$ cat src/verilog/trig_seq_pkg.sv
// Package for the timing trigger sequencer: register map, fields, counts.
// Assumes a 100 MHz sampling clock and a 32-bit APB register bus.
package trig_seq_pkg;
	// ****************************************************
	// Sizes
	// ****************************************************
	localparam int LINES = 8;
	localparam int LEVELS = 4;
	localparam int LVL_W = 2;
	localparam int CNT_W = 16;
	localparam int TMR_W = 16;
	localparam int CLK_PERIOD_NS = 10;
	// Example figures, kept in their own units
	localparam int MIN_DUR_NS = 80;
	localparam int MIN_DUR_CYC = (MIN_DUR_NS + CLK_PERIOD_NS - 1) / CLK_PERIOD_NS;
	localparam int ACK_LIMIT_US = 16;
	localparam int ACK_LIMIT_CYC = ACK_LIMIT_US * 1000 / CLK_PERIOD_NS;
	localparam int MIN_WID_NS = 496;
	localparam int MIN_WID_CYC = (MIN_WID_NS + CLK_PERIOD_NS - 1) / CLK_PERIOD_NS;
	localparam int MAX_WID_US = 1;
	localparam int MAX_WID_CYC = MAX_WID_US * 1000 / CLK_PERIOD_NS;
	localparam int EDGE_COUNT_EX = 10;
	// ****************************************************
	// Register offsets
	// ****************************************************
	localparam logic [7:0] CTRL_OFF = 8'h00;
	localparam logic [7:0] STAT_OFF = 8'h04;
	localparam logic [7:0] TERM_OFF = 8'h08;
	localparam logic [7:0] PAT_OFF = 8'h0c;
	localparam logic [7:0] TMR1_OFF = 8'h10;
	localparam logic [7:0] TMR2_OFF = 8'h14;
	localparam logic [7:0] LVL_BASE = 8'h20;
	// ****************************************************
	// Fields
	// ****************************************************
	localparam int CTRL_RUN = 0;
	localparam int CTRL_LAST_LSB = 4;
	localparam int TERM_E1_LINE = 0;
	localparam int TERM_E1_MODE = 4;
	localparam int TERM_E2_LINE = 8;
	localparam int TERM_E2_MODE = 12;
	localparam int PAT_VAL = 0;
	localparam int PAT_MASK = 8;
	localparam int PAT_DUR = 16;
	// Level word: primary[3:0] else[7:4] else target[9:8] timer start[11:10]
	// count[31:16]
	localparam int LV_PRI = 0;
	localparam int LV_ELS = 4;
	localparam int LV_TGT = 8;
	localparam int LV_TST = 10;
	localparam int LV_CNT = 16;
	// Edge modes
	localparam logic [1:0] EDGE_ASSERT = 2'h0;
	localparam logic [1:0] EDGE_RISE = 2'h1;
	localparam logic [1:0] EDGE_FALL = 2'h2;
	localparam logic [1:0] EDGE_ANY = 2'h3;
	// Term select codes
	localparam logic [3:0] T_NONE = 4'h0;
	localparam logic [3:0] T_ANY = 4'h1;
	localparam logic [3:0] T_E1 = 4'h2;
	localparam logic [3:0] T_E2 = 4'h3;
	localparam logic [3:0] T_PAT = 4'h4;
	localparam logic [3:0] T_NPAT = 4'h5;
	localparam logic [3:0] T_TMR1 = 4'h6;
	localparam logic [3:0] T_TMR2 = 4'h7;
	localparam logic [3:0] T_NTMR1 = 4'h8;
	localparam logic [3:0] T_T1LO_T2HI = 4'h9;
	typedef enum logic [1:0] {ST_IDLE, ST_RUN, ST_TRIG} seq_state_t;
endpackage

$ cat src/verilog/trig_seq.sv
// Timing trigger sequencer: sequence levels over sampled signal lines.
// Assumes lines_i synchronous to clock_i; software programs it over APB.
// Operation
// - Edge term with count N triggers only on the Nth matching transition.
// - Edge terms match asserting, positive-going or negative-going transition.
// - Pattern with duration holds only after lasting longer than limit.
// - Level advances after primary term occurs the programmed number of times.
// - Else term met first jumps to its target level.
// - Two interval timers start when a chosen level is entered, except level 0 at run start.
// - Timer term true once timer exceeds its programmed limit.
// - Falling edge meeting level two moves sequencer to level three.
// - Level three triggers on short minimum or long maximum, else restarts.
//
// The address map and the APB interface to the registers were left to the implementer.
`timescale 1ns/1ps
`default_nettype none
module trig_seq
	import trig_seq_pkg::*;
(
	// Clock and reset
	input wire logic clock_i,
	input wire logic rst_n_i,
	// APB slave
	input wire logic psel_i,
	input wire logic penable_i,
	input wire logic pwrite_i,
	input wire logic [7:0] paddr_i,
	input wire logic [31:0] pwdata_i,
	output logic [31:0] prdata_o,
	output logic pready_o,
	output logic pslverr_o,
	// Lines of the system under test
	input wire logic [LINES-1:0] lines_i,
	// Trigger
	output logic trigger_o
);
	// ****************************************************
	// Registers
	// ****************************************************
	logic [31:0] ctrl;
	logic [31:0] term_cfg;
	logic [31:0] pat_cfg;
	logic [TMR_W-1:0] tmr1_lim;
	logic [TMR_W-1:0] tmr2_lim;
	logic [31:0] lvl_cfg [LEVELS];
	logic [LINES-1:0] prev_lines;
	logic [7:0] pat_run;
	logic [TMR_W-1:0] first_interval_timer;
	logic [TMR_W-1:0] second_interval_timer;
	logic t1_on;
	logic t2_on;
	logic [CNT_W-1:0] occ;
	logic [LVL_W-1:0] level;
	seq_state_t state;
	logic run_q;

	// ****************************************************
	// Bus decode
	// ****************************************************
	wire wr_en = psel_i && penable_i && pwrite_i;
	wire rd_en = psel_i && penable_i && !pwrite_i;
	wire hit_ctrl = paddr_i == CTRL_OFF;
	wire hit_stat = paddr_i == STAT_OFF;
	wire hit_term = paddr_i == TERM_OFF;
	wire hit_pat = paddr_i == PAT_OFF;
	wire hit_t1 = paddr_i == TMR1_OFF;
	wire hit_t2 = paddr_i == TMR2_OFF;
	wire hit_lvl = paddr_i[7:4] == LVL_BASE[7:4] && paddr_i[1:0] == 2'h0;
	wire [LVL_W-1:0] lvl_idx = paddr_i[LVL_W+1:2];
	wire hit_any = hit_ctrl || hit_stat || hit_term || hit_pat || hit_t1
		|| hit_t2 || hit_lvl;
	logic [31:0] rd_mux;
	assign rd_mux = hit_ctrl ? ctrl :
		hit_stat ? {16'h0, occ[7:0], 2'h0, level, 2'h0, state} :
		hit_term ? term_cfg :
		hit_pat ? pat_cfg :
		hit_t1 ? {16'h0, tmr1_lim} :
		hit_t2 ? {16'h0, tmr2_lim} :
		hit_lvl ? lvl_cfg[lvl_idx] : 32'h0;

	// ****************************************************
	// Term evaluation
	// ****************************************************
	wire run_bit = ctrl[CTRL_RUN];
	wire [LVL_W-1:0] last_lvl = ctrl[CTRL_LAST_LSB +: LVL_W];
	wire [2:0] e1_line = term_cfg[TERM_E1_LINE +: 3];
	wire [1:0] e1_mode = term_cfg[TERM_E1_MODE +: 2];
	wire [2:0] e2_line = term_cfg[TERM_E2_LINE +: 3];
	wire [1:0] e2_mode = term_cfg[TERM_E2_MODE +: 2];
	// Asserting means the line goes to its active level, taken as high here
	wire e1_rise = lines_i[e1_line] && !prev_lines[e1_line];
	wire e1_fall = !lines_i[e1_line] && prev_lines[e1_line];
	wire e2_rise = lines_i[e2_line] && !prev_lines[e2_line];
	wire e2_fall = !lines_i[e2_line] && prev_lines[e2_line];
	wire first_transition_term = (e1_mode == EDGE_FALL) ? e1_fall :
		(e1_mode == EDGE_ANY) ? (e1_rise || e1_fall) : e1_rise;
	wire second_transition_term = (e2_mode == EDGE_FALL) ? e2_fall :
		(e2_mode == EDGE_ANY) ? (e2_rise || e2_fall) : e2_rise;
	wire [7:0] pat_val = pat_cfg[PAT_VAL +: 8];
	wire [7:0] pat_mask = pat_cfg[PAT_MASK +: 8];
	wire [7:0] pat_dur = pat_cfg[PAT_DUR +: 8];
	wire pat_now = ((lines_i ^ pat_val) & pat_mask) == 8'h0;
	// Pattern must have stood longer than the duration, not equal to it
	wire pat_term = pat_now && (pat_run > pat_dur);
	wire tmr1_term = t1_on && (first_interval_timer > tmr1_lim);
	wire tmr2_term = t2_on && (second_interval_timer > tmr2_lim);
	wire tmr1_short = t1_on && (first_interval_timer < tmr1_lim);
	// Terms indexed by select code; a vector keeps every term in view
	// of the continuous assignments, unlike a function reading globals
	wire [15:0] term_vec = {6'h0,
		tmr1_short || tmr2_term,
		!tmr1_term, tmr2_term, tmr1_term, !pat_now, pat_term,
		second_transition_term, first_transition_term, 1'b1, 1'b0};
	wire [31:0] cur_cfg = lvl_cfg[level];
	wire pri_hit = term_vec[cur_cfg[LV_PRI +: 4]];
	wire els_hit = term_vec[cur_cfg[LV_ELS +: 4]];
	wire [LVL_W-1:0] els_tgt = cur_cfg[LV_TGT +: LVL_W];
	wire [CNT_W-1:0] need = cur_cfg[LV_CNT +: CNT_W];
	// Count of zero is treated as one occurrence
	wire count_done = pri_hit && ({16'h0, occ} + 32'h1 >= {16'h0, need});
	wire at_last = level == last_lvl;
	wire go_start = run_bit && !run_q;

	// Level entered next, and whether a fresh entry happens
	logic enter;
	logic [LVL_W-1:0] next_level;
	always_comb begin
		enter = 1'b0;
		next_level = level;
		if (state == ST_RUN) begin
			if (count_done && !at_last) begin
				enter = 1'b1;
				next_level = level + 2'h1;
			end else if (!count_done && els_hit) begin
				enter = 1'b1;
				next_level = els_tgt;
			end
		end
	end
	wire [1:0] tstart = lvl_cfg[next_level][LV_TST +: 2];

	// ****************************************************
	// APB registers
	// ****************************************************
	always_ff @(posedge clock_i) begin
		if (!rst_n_i) begin
			ctrl <= 32'h0;
			term_cfg <= 32'h0;
			pat_cfg <= 32'h0;
			tmr1_lim <= 16'h0;
			tmr2_lim <= 16'h0;
			for (int i = 0; i < LEVELS; i++) begin
				lvl_cfg[i] <= 32'h0;
			end
		end else if (wr_en) begin
			if (hit_ctrl) begin
				ctrl <= pwdata_i;
			end else if (hit_term) begin
				term_cfg <= pwdata_i;
			end else if (hit_pat) begin
				pat_cfg <= pwdata_i;
			end else if (hit_t1) begin
				tmr1_lim <= pwdata_i[TMR_W-1:0];
			end else if (hit_t2) begin
				tmr2_lim <= pwdata_i[TMR_W-1:0];
			end else if (hit_lvl) begin
				lvl_cfg[lvl_idx] <= pwdata_i;
			end
		end
	end

	// Zero-wait slave; unmapped address answers with an error
	always_ff @(posedge clock_i) begin
		if (!rst_n_i) begin
			prdata_o <= 32'h0;
			pready_o <= 1'b0;
			pslverr_o <= 1'b0;
		end else begin
			pready_o <= psel_i && !penable_i;
			pslverr_o <= psel_i && !penable_i && !hit_any;
			prdata_o <= (psel_i && !penable_i && !pwrite_i) ? rd_mux : 32'h0;
		end
	end

	// ****************************************************
	// Sampling history and pattern duration
	// ****************************************************
	always_ff @(posedge clock_i) begin
		if (!rst_n_i) begin
			prev_lines <= 8'h0;
			pat_run <= 8'h0;
		end else begin
			prev_lines <= lines_i;
			if (!pat_now) begin
				pat_run <= 8'h0;
			end else if (pat_run != 8'hff) begin
				pat_run <= pat_run + 8'h1;
			end
		end
	end

	// ****************************************************
	// Interval timers
	// ****************************************************
	// Timers saturate so a long absence never wraps back to small
	always_ff @(posedge clock_i) begin
		if (!rst_n_i || go_start) begin
			first_interval_timer <= 16'h0;
			second_interval_timer <= 16'h0;
			t1_on <= 1'b0;
			t2_on <= 1'b0;
		end else begin
			if (enter && tstart[0]) begin
				first_interval_timer <= 16'h0;
				t1_on <= 1'b1;
			end else if (t1_on && first_interval_timer != 16'hffff) begin
				first_interval_timer <= first_interval_timer + 16'h1;
			end
			if (enter && tstart[1]) begin
				second_interval_timer <= 16'h0;
				t2_on <= 1'b1;
			end else if (t2_on && second_interval_timer != 16'hffff) begin
				second_interval_timer <= second_interval_timer + 16'h1;
			end
		end
	end

	// ****************************************************
	// Sequencer
	// ****************************************************
	// A run starts on the rising edge of the run bit; clearing it stops
	always_ff @(posedge clock_i) begin
		if (!rst_n_i) begin
			state <= ST_IDLE;
			level <= 2'h0;
			occ <= 16'h0;
			run_q <= 1'b0;
			trigger_o <= 1'b0;
		end else begin
			run_q <= run_bit;
			if (!run_bit) begin
				state <= ST_IDLE;
				trigger_o <= 1'b0;
			end else if (go_start) begin
				state <= ST_RUN;
				level <= 2'h0;
				occ <= 16'h0;
				trigger_o <= 1'b0;
			end else if (state == ST_RUN) begin
				if (count_done && at_last) begin
					state <= ST_TRIG;
					trigger_o <= 1'b1;
				end else if (enter) begin
					level <= next_level;
					occ <= 16'h0;
				end else if (pri_hit) begin
					occ <= occ + 16'h1;
				end
			end
		end
	end
endmodule // trig_seq
`default_nettype wire

$ cat config.mk
export PLATFORM = sky130hd
export DESIGN_NAME = trig_seq
export DESIGN_NICKNAME = d
export VERILOG_FILES = /design/src/verilog/trig_seq_pkg.sv /design/src/verilog/trig_seq.sv
export SDC_FILE = /design/constraint.sdc
export NUM_CORES = 1
export LEC_CHECK = 0
export ABC_CLOCK_PERIOD_IN_PS = 11600
export BUFFER_PORTS_ARGS = -buffer_cell sky130_fd_sc_hd__buf_2
export CAP_MARGIN = 25
export CORE_AREA = 2 2 173 175
export CTS_CLUSTER_SIZE = 8
export DETAILED_ROUTE_END_ITERATION = 6
export DIE_AREA = 0 0 175 177
export PLACE_DENSITY = 0.83
export RECOVER_POWER = 100
export SKIP_LAST_GASP = 1
export SLEW_MARGIN = 10
export SYNTH_ARGS = -nofsm -noshare
export SYNTH_HDL_FRONTEND = slang
export SYNTH_SLANG_ARGS = --single-unit
$ cat constraint.sdc
create_clock -name clock_i -period 11.6 [get_ports clock_i]
set_clock_uncertainty 0.05 [all_clocks]
set_input_delay 2.32 -clock clock_i [delete_from_list [all_inputs] [get_ports clock_i]]
set_output_delay 2.32 -clock clock_i [all_outputs]
set_load 0.05 [all_outputs]
# Yosys cells after proc, flatten, opt, wreduce, memory -nomap -nowiden
# Memories as Yosys holds them, arrays and structs flattened. A register that Yosys moved wholly into a read port is not among the register bits.
# Cells that the tools add are included.
[op_classes]
addsub = 6
multipliers = 0
div_mod_pow = 0
magnitude_cmp = 9
n_eq_ne = 16
shift = 0
n_mux = 56
n_bitwise = 8
reduce_logical = 69
[op_table]
columns = ["op", "count"]
rows = [
  ["32-bit two-way mux", 8],
  ["16-bit two-way mux", 5],
  ["16-bit by 1-bit adder with 16-bit output (second input constant)", 3],
  ["16-bit > comparator", 2],
  ["16-bit != test (second input constant)", 2],
  ["32-bit OR reduction", 1],
  ["1-bit two-way mux", 27],
  ["1-bit logical AND", 23],
  ["2-bit two-way mux", 10],
  ["16-bit by 1-bit adder with 17-bit output (second input constant)", 1],
  ["17-bit by 16-bit greater-or-equal comparator with 1-bit output", 1],
  ["8-bit by 4-bit == test with 1-bit output (second input constant)", 2],
  ["8-bit by 5-bit == test with 1-bit output (second input constant)", 2],
  ["8-bit logical NOT", 2],
  ["16-bit less-than comparator", 1],
  ["1-bit logical NOT", 13],
  ["1-bit binary-select mux with 3-bit select", 4],
  ["2-bit AND reduction", 6],
  ["4-bit AND reduction", 3],
  ["1-bit logical OR", 10],
  ["4-bit by 5-bit less-than comparator with 1-bit output (second input constant)", 2],
  ["8-bit by 1-bit adder with 8-bit output (second input constant)", 1],
  ["8-bit bitwise AND", 1],
  ["1-bit binary-select mux with 4-bit select", 2],
  ["other kinds (20)", 32],
]
[totals]
reg_bits = 233
latch_bits = 0
ramBits = 128
rom_bits = 0
in_bits = 53
word_cells = 184
memories = 1
[memory_table]
columns = ["memory", "words", "width", "rd", "rd_ports_with_merged_regs", "write_ports", "line_no", "text"]
rows = [
  ["lvl_cfg", 4, 32, 3, 1, 4, "trig_seq.sv:45", "logic [31:0] lvl_cfg [LEVELS];"],
]

# Depth between registers and ports, before layout
# Gate-level depths: netlist of the first run.
[depth]
depth_word = 21
mapped_depth = 18
ltp_nobuf = 16

# Worst setup path before layout of the first run
# Ideal clock, no wire load.
[synth_timing]
kind = "input -> register"
from = "input lines_i[7]"
to = "register second_interval_timer[10]"
arrival_ns = 5.475
setup_slack_ns = 5.939
cell_stages = 15
n_path_buf = 1
path_cell_list = "mux4_2 > mux2i_1 > ha_1 > nand2_1 > a31oi_1 > o21bai_1 > a21oi_1 > or2_0 > or3_4 > a32oi_4 > mux2i_1 > nand3_1 > a211oi_4 > buf_6 > nor4_2"
[synth_between]
elab_chain_len = 18
elab_cells_between_ends = 38
[synth_rtl]
columns = ["element", "line_no", "text"]
rows = [
  ["from (decl)", "trig_seq.sv:33", "input wire logic [LINES-1:0] lines_i,"],
  ["1-bit binary-select mux with 3-bit select, on equally long branches", "-", ""],
  ["1-bit two-way mux, on equally long branches", "-", ""],
  ["1-bit logical NOT, on equally long branches", "trig_seq.sv:92, trig_seq.sv:94", ""],
  ["1-bit logical AND, on equally long branches", "trig_seq.sv:92, trig_seq.sv:94", ""],
  ["1-bit logical OR, on equally long branches", "trig_seq.sv:96, trig_seq.sv:98", ""],
  ["1-bit two-way mux, on equally long branches", "trig_seq.sv:96, trig_seq.sv:98", ""],
  ["1-bit two-way mux, on equally long branches", "trig_seq.sv:95, trig_seq.sv:97", ""],
  ["1-bit binary-select mux with 4-bit select", "trig_seq.sv:115", "wire pri_hit = term_vec[cur_cfg[LV_PRI +: 4]];"],
  ["[2 not listed]", "-", ""],
  ["1-bit logical NOT", "trig_seq.sv:134", "end else if (!count_done && els_hit) begin"],
  ["1-bit logical AND", "trig_seq.sv:134", ""],
  ["2-bit two-way mux", "trig_seq.sv:134", ""],
  ["2-bit two-way mux", "trig_seq.sv:131", "if (count_done && !at_last) begin"],
  ["2-bit two-way mux", "trig_seq.sv:130", "if (state == ST_RUN) begin"],
  ["memory read 4 x 32 bit", "-", ""],
  ["1-bit logical AND *", "trig_seq.sv:219", "if (enter && tstart[1]) begin"],
  ["2-bit OR reduction (no source line) *", "-", ""],
  ["to (signal assigned)", "trig_seq.sv:223", "second_interval_timer <= second_interval_timer + 16'h1;"],
  ["to (decl)", "trig_seq.sv:49", "logic [TMR_W-1:0] second_interval_timer;"],
]
# Mark *: on every way between the ends. The rest lies on a longest branch, timed or not. The select of a mux whose other input is x is not followed.
# A chain may end at the register's enable or synchronous reset.

==> metrics.yaml, run 1 <==
period_share_pct: 73.5
slew_viol_final: 400
syn-num-nets: 1983
status: "complete, but fails checks"
cts-resized-gates: 0
power_frac_comb_pct: 5.7
layout_common_cells: "336 x nand2_1, 234 x dfxtp_1, 131 x a21boi_0, 128 x edfxtp_1, 124 x nor2_1"
pre_cts_ws_ns: 5.05
grt_max_degree: 77
timing.final.hold_violations: 0
grt_pass1_wl_um: 84200
crit_buf_inv: 3
grt_overflow: 0
cp_common_cell: "clkbuf_1"
setup_slack_ns: 3.07
critical_path_required_ns: 11.83
area.growth.synth_to_final_pct: 10.6
design_area_um2: 20600
clock_power_share_pct: 47.5
cts_root_buffer: "clkbuf_16"
crit_start: "rst_n_i"
crit_family: "buffers and inverters"
slew_headroom_pct: -107
drt_iter0_drc: 1803
viasPerCell: 6.53
cts_made_buffers: 51
worst_setup_path_start_kind: "input port"
worstSetupEndpoint: "lvl_cfg[0][27]"
rsz0062_at_grt: "false"
holdPathStages: 2
clock_latency_ns: 0.59
min_period_ns: 8.53
pwr-share-seq_pct: 46.8
placementRows: 63
path_depth: 4
crit_fanout: 76
failed_checks: "capacitance limit, slew limit"
final_nets: 2036
p_leak_nw: 7.38
worst_pin_slew_ns: 3.11
finalPower_mw: 2.90
wl_per_cell_um: 23.5
placed_area_um2: 19300
synth_flop_cell: "dfxtp_1"
setup_violations: 0
drc: 0
r2r-start: "term_cfg[0]"
num_vias: 15200
syn_area_um2: 18700
dr.pass1.iters: 6
synth_seq_area_share_pct: 45.8
place_congestion: 0.972
vdd_drop_max_mv: 0.125
final_antenna_net_count: 0
final_common_cell: "nand2_1"
power.density_nw_per_um2: 141
layout-drive-gt1-share_pct: 13.0
arrival_ns: 8.76
tritoncts: "done"
antenna_found_initial: 2
hold_class: "reg -> reg"
fmax_mhz: 117
holdWs_ns: 0.414
crit_type: "in -> reg"
hpwlAfterDp_um: 36200
port_buffers: 87
path_cells: "clkbuf_1 -> clkbuf_1 -> nand2_1 -> buf_4"
instances_no_fill: 2336
swShare_pct: 23.3
wl_um: 55000
synth_edf_count: 128
grt_pass1_vias: 15300
htree_levels: 2
finalSetupTns_ns: 0
yosys_register_bits: 363
synth.avg_cell_area_um2: 10.0
die_w_um: 175
initial_core_util_pct: 63.9
place_inst: 2254
critPathMaxStageDelay_ns: 2.25
grt_use_total_pct: 35.3
rrSetupSlack_ns: 5.19
clockBufferDepth: 3
core-area_um2: 29200
r2r_cells: 15
postLayoutCoreUtil_pct: 70.6
crit_path_top_delay_cell: "clkbuf_1"
clk_pin_slew_ns: 0.05
die_h_um: 177
die_area_um2: 31000
ios: 88
postSynthCellCount: 1866
ys_types: 87
holdBufCountCts: 0
async_reset_ff_share_pct: 0
cts.sinks: 363
drv_cap: 10
switching_power_mw: 0.677
intPower_mw: 2.23
cp-end-kind: "flip-flop"
ys.warnings.count: 0
post_cts_buffers: 0
r2r_end: "first_interval_timer[1]"
==> how the worst min path moves through the flow <==
stage                     slack, ns    startpoint            to
after detailed placement       0.40  term_cfg[16]  term_cfg[16]
after floorplan                0.39  term_cfg[11]  term_cfg[11]
after CTS                      0.41  term_cfg[16]  term_cfg[16]
after global placement         0.40      ctrl[10]      ctrl[10]
after global routing           0.43  term_cfg[16]  term_cfg[16]
final                          0.41  term_cfg[24]  term_cfg[24]
==> worst min-delay path, cell delays in order, from the launching register on <==
cell and delay (ns):
dfxtp_1 0.30, nand2_1 0.04, a21boi_0 0.06
==> per-layer routing <==
layer | part of all wire (%) | track usage [%] | vias to the layer above
met5 | 0.025 | 0 | -
met4 | 7.2 | 23.2 | 2
met3 | 9.9 | 7.15 | 266
met2 | 47 | 58.2 | 948
met1 | 35 | 42.4 | 7284
li1 | - | - | 6747
==> final cells by class <==
cell class | instances | area [um^2]
well taps | 390 | 488
inverters | 107 | 402
multi-input cells | 1283 | 9190
diodes | 1 | 2.50
clock buffers | 76 | 1390
flip-flops and latches | 363 | 8550
clock inverters | 3 | 76.3
repair buffers | 113 | 549
fillers | 2096 | 8600
==> Yosys cell counts (5+ instances only) <==
master | n | area share (%)
mux2_2 | 5 | 0.30
a21boi_0 | 131 | 5.3
o31a_1 | 9 | 0.42
a211oi_4 | 5 | 0.54
nor4_2 | 21 | 1.4
nand2_1 | 336 | 6.8
nor2_1 | 125 | 2.5
a22o_1 | 9 | 0.42
mux2i_1 | 10 | 0.54
a21oi_1 | 107 | 2.9
nand3_1 | 30 | 0.80
a22oi_1 | 26 | 1.0
a221oi_1 | 9 | 0.42
xnor2_1 | 26 | 1.2
clkbuf_1 | 92 | 1.8
a21o_1 | 14 | 0.56
mux4_2 | 72 | 8.7
buf_1 | 6 | 0.12
and3_1 | 41 | 1.4
ha_1 | 64 | 4.3
inv_1 | 107 | 2.2
edfxtp_1 | 128 | 21
and2_1 | 24 | 0.80
dfxtp_1 | 235 | 25
nor4_1 | 14 | 0.47
and4_1 | 7 | 0.33
nor3_1 | 16 | 0.43
nand4_1 | 23 | 0.77
nand2b_1 | 8 | 0.27
xor2_1 | 29 | 1.4
nor2b_1 | 6 | 0.20
o21ai_0 | 32 | 0.86
==> power by group through the flow <==
stage          sequential, mW  clock (mW)  combinational (mW)
6_report                 1.36        1.38               0.167
5_1_grt                  1.36        1.44               0.172
4_1_cts                  1.36        1.38               0.161
3_5_place_dp             1.38           0               0.159
3_3_place_gp             1.38           0               0.156
2_1_floorplan            1.38           0              0.0959
==> kinds of logic (layout without fill, tap and decap cells) <==
kind of cell / after synthesis / in the layout / share of synthesized area [%]
simple gates: 682 / 682 / 17.6
compound gates: 393 / 393 / 15.0
fa+ha+maj: 64 / 64 / 4.29
buf+inv: 220 / 299 / 5.02
xor+xnor: 55 / 55 / 2.58
other cells: 0 / 1 / 0
mux: 89 / 89 / 9.80
flops: 363 / 363 / 45.8
==> registers in the layout, indices dropped and copies added (netlist names), 32 cells and up, named ones only <==
register / count
ctrl: 32
lvl_cfg: 128
prdata_o: 32
pat_cfg: 32
term_cfg: 32
(Power assumes the default switching activity.)
==> run 2: changes to the inputs <==
- ABC_CLOCK_PERIOD_IN_PS: 11600 -> 7490
- CORE_AREA: 2 2 173 175 -> 2 2 186 188
- DIE_AREA: 0 0 175 177 -> 0 0 188 190
- PLACE_DENSITY: 0.83 -> 0.76
- clock period: 11.6 -> 7.49 ns (I/O delays scaled with it)
==> metrics.yaml, run 2 (synthesis gave the netlist of run 1 again) <==
finalSetupTns_ns: 0
power.density_nw_per_um2: 216
antenna_found_initial: 2
cts-resized-gates: 0
port_buffers: 87
crit_fanout: 34
holdBufCountCts: 0
grt_overflow: 0
wl_um: 54100
cts_made_buffers: 51
swShare_pct: 22.9
clk_pin_slew_ns: 0.05
initial_core_util_pct: 55.0
drc: 0
status: "complete, but fails checks"
cts_root_buffer: "clkbuf_16"
hold_class: "reg -> reg"
final_nets: 2039
post_cts_buffers: 0
layout-drive-gt1-share_pct: 12.7
wl_per_cell_um: 22.5
ios: 88
r2r-start: "occ[2]"
pwr-share-seq_pct: 47.2
postLayoutCoreUtil_pct: 60.9
setup_violations: 0
placementRows: 68
die_area_um2: 35700
largest_reg_flops: 128
switching_power_mw: 1.02
arrival_ns: 6.24
viasPerCell: 6.24
drt_iter0_drc: 1562
place_congestion: 0.933
cp-end-kind: "flip-flop"
htree_levels: 2
grt_use_total_pct: 30.3
fmax_mhz: 168
slew_headroom_pct: -59.5
largest_register: "lvl_cfg"
wl_met3_um: 4390
hold_path_startpoint: "term_cfg[3]"
rsz0062_at_grt: "false"
clock_power_share_pct: 47.1
worst_pin_slew_ns: 2.39
timing.final.hold_violations: 0
vdd_drop_max_mv: 0.180
wl_met1_um: 20700
p_leak_nw: 7.38
grt_pass1_vias: 14800
fill_cells: 2760
grt_pass1_wl_um: 83800
crit_type: "in -> reg"
core-area_um2: 33900
grt_max_degree: 97
die_h_um: 190
final_common_cell: "nand2_1"
drv_cap: 11
intPower_mw: 3.44
final_antenna_net_count: 0
period_share_pct: 79.6
crit_start: "paddr_i[3]"
worst_setup_path_start_kind: "input port"
clock_latency_ns: 0.57
tritoncts: "done"
wl_met2_um: 25700
clockBufferDepth: 3
area.growth.synth_to_final_pct: 10.6
cts.sinks: 363
finalPower_mw: 4.46
top_layer_used: "met5"
slew_viol_final: 366
num_vias: 15000
min_period_ns: 5.96
failed_checks: "capacitance limit, slew limit"
critical_path_required_ns: 7.77
hpwlAfterDp_um: 36000
layout_common_cells: "336 x nand2_1, 234 x dfxtp_1, 131 x a21boi_0, 128 x edfxtp_1, 123 x nor2_1"
power_frac_comb_pct: 5.7
dr.pass1.iters: 6
die_w_um: 188
==> run 2: final timing paths <==
kind / end / slack (ns) / cells past startpoint
setup / recovery: prdata_o[3] / 1.53 / 9
hold / removal: term_cfg[3] / 0.41 / 2
setup reg to reg: first_interval_timer[7] / 1.68 / 14
hold reg to reg: term_cfg[3] / 0.41 / 2
==> run 2: power groups by stage <==
stage               Combinational [mW]  Clock [mW]  Sequential (mW)
finish                           0.254        2.10             2.10
global route                     0.265        2.19             2.11
CTS                              0.252        2.11             2.10
detailed placement               0.251           0             2.14
global placement                 0.246           0             2.14
floorplan                        0.149           0             2.13
==> run 2: routing by layer <==
layer  GRT usage [%]  up-vias
met5               0        -
met4            16.5        2
met3            5.11      197
met2            51.3      745
met1            37.2     7303
li1                -     6759
==> run 2: cell type report <==
cell class	count	area, um^2	share of cell area (%)
Timing Repair Buffer	116	576	2.79
Sequential cell	363	8550	41.4
Inverter	107	402	1.94
Antenna cell	1	2.50	0.0121
Tap cell	455	569	2.76
Clock buffer	77	1400	6.75
Multi-Input combinational cell	1283	9140	44.2
Clock inverter	3	31.3	0.151
==> run 2: stage by stage <==
stage / instance area [um^2] / std cells / hold WS (ns) / setup WS (ns)
final: 20700 / 2405 / 0.413 / 1.53
after global routing: 20700 / 2405 / 0.427 / 1.13
after CTS: 20800 / 2401 / 0.414 / 2.28
after detailed placement: 19400 / 2321 / 0.406 / 1.70
after global placement: 19400 / 2320 / 0.397 / 1.75
after floorplan: 18700 / 1866 / 0.390 / 2.65
==> run 2: worst max-delay path, cell delays in order <==
cell,delay (ns)
clkbuf_1,1.32
or2_2,0.29
clkbuf_1,1.38
nor2_1,0.31
clkbuf_1,0.39
a221oi_1,0.69
a21oi_1,0.09
a21oi_1,0.16
nor2_1,0.08
==> run 3: changes to the inputs <==
- ABC_CLOCK_PERIOD_IN_PS: 7490 -> 6150
- CORE_AREA: 2 2 186 188 -> 2 2 177 179
- DIE_AREA: 0 0 188 190 -> 0 0 179 181
- PLACE_DENSITY: 0.76 -> 0.8
- clock period: 7.49 -> 6.15 ns (I/O delays scaled with it)
==> metrics.yaml, run 3 (synthesis gave the netlist of run 1 again) <==
largest_register: "lvl_cfg"
holdPathStages: 2
vdd_drop_max_mv: 0.213
final_common_cell: "nand2_1"
rsz0062_at_grt: "false"
layout_common_cells: "336 x nand2_1, 234 x dfxtp_1, 131 x a21boi_0, 128 x edfxtp_1, 124 x nor2_1"
wl_per_cell_um: 23.1
slew_viol_final: 277
drc: 0
drv_cap: 6
place_inst: 2272
rrSetupSlack_ns: 1.08
final_antenna_net_count: 0
num_vias: 15300
clk_pin_slew_ns: 0.05
grt_overflow: 0
postLayoutCoreUtil_pct: 67.9
area.growth.synth_to_final_pct: 10.3
crit_fanout: 61
die_area_um2: 32400
whs_endpoint: "term_cfg[25]"
ios: 88
period_share_pct: 87.2
status: "complete, but fails checks"
cp-end-kind: "flip-flop"
crit_family: "buffers and inverters"
arrival_ns: 5.50
dr.pass1.iters: 6
tritoncts: "done"
setup_violations: 0
failed_checks: "capacitance limit, slew limit"
cts.sinks: 363
layout-drive-gt1-share_pct: 12.6
instances_no_fill: 2353
grt_use_total_pct: 33.6
slew_headroom_pct: -81.7
grt_max_degree: 90
fmax_mhz: 186
hold_class: "reg -> reg"
port_buffers: 87
grt_pass1_vias: 15000
worst_setup_path_start_kind: "input port"
crit_type: "in -> reg"
min_period_ns: 5.36
crit_path_top_delay_cell: "clkbuf_1"
placementRows: 64
critical_path_required_ns: 6.28
die_w_um: 179
grt_pass1_wl_um: 83200
r2r_cells: 16
drt_iter0_drc: 1692
die_h_um: 181
cts_made_buffers: 51
r2r-start: "occ[1]"
largest_reg_flops: 128
post_cts_buffers: 0
hpwlAfterDp_um: 36100
finalSetupTns_ns: 0
wl_um: 54300
cts-resized-gates: 0
worst_pin_slew_ns: 2.73
place_congestion: 0.928
power.density_nw_per_um2: 263
viasPerCell: 6.50
critPathMaxStageDelay_ns: 1.87
timing.final.hold_violations: 0
htree_levels: 2
crit_buf_inv: 3
antenna_found_initial: 2
clock_latency_ns: 0.57
p_leak_nw: 7.42
clockBufferDepth: 3
final_nets: 2046
core-area_um2: 30300
fill_cells: 2276
hold_path_startpoint: "term_cfg[25]"
holdBufCountCts: 0
initial_core_util_pct: 61.5
cts_root_buffer: "clkbuf_16"
path_cells: "clkbuf_1 -> and3_1 -> buf_4 -> nand2_1 -> nand2_1 -> clkbuf_1"
r2r_end: "occ[0]"
run 3: cell types whose count changed in the layout (fill, tap and decap cells not counted), moves of 3 or more:
cell / change
clkbuf_2: +3
nor4_1: +10
nor4_2: -10
buf_4: +7
run 3: cell type report:
type / instances / area (um^2) / share of cell area (%)
clock buffer: 76 / 1370 / 6.65
inverter: 107 / 402 / 1.95
clock inverter: 4 / 55.1 / 0.267
tap: 396 / 495 / 2.40
multi-input combinational: 1283 / 9100 / 44.2
timing repair buffer: 123 / 627 / 3.04
sequential: 363 / 8550 / 41.5
antenna: 1 / 2.50 / 0.0121
run 3: per-stage QoR:
stage / worst slack, ns / hold slack, ns / total power [mW] / area (um^2)
after floorplan: 1.58 / 0.390 / 2.78 / 18700
after global placement: 1.16 / 0.397 / 2.89 / 19400
after detailed placement: 1.06 / 0.405 / 2.90 / 19400
after CTS: 1.47 / 0.412 / 5.41 / 20800
after global routing: 0.574 / 0.439 / 5.54 / 20600
final: 0.788 / 0.413 / 5.41 / 20600
run 3: routing by layer:
metal	routed length (um)	vias to the layer above	global-route usage, %	share of wire [%]
li1	-	6786	-	-
met2	25500	896	54.0	47
met4	3480	2	19.3	6.4
met5	18	-	0	0.033
met1	19800	7360	41.9	36
met3	5570	244	7.18	10
run 3: worst max-delay path by stage:
| stage | startpoint | to | slack (ns) | cells past startpoint |
|---|---|---|---|---|
| finish | rst_n_i | lvl_cfg[2][10] | 0.79 | 6 |
| global route | occ[1] | occ[0] | 0.57 | 16 |
| CTS | occ[5] | second_interval_timer[2] | 1.47 | 15 |
| detailed placement | lines_i[3] | second_interval_timer[4] | 1.06 | 17 |
| global placement | lines_i[3] | second_interval_timer[15] | 1.16 | 17 |
| floorplan | lines_i[7] | second_interval_timer[10] | 1.58 | 15 |
run 3: power by group:
part / total, mW / internal, mW / switching, mW
logic: 0.307 / 0.114 / 0.193
registers: 2.56 / 2.54 / 0.0254
clock network: 2.54 / 1.52 / 1.02
total: 5.41 / 4.17 / 1.24
run 3: tightest hold or removal path, cell delays in order, from the launching register on:
cell and delay, ns:
dfxtp_1 0.30, nand2_1 0.05, a21boi_0 0.06
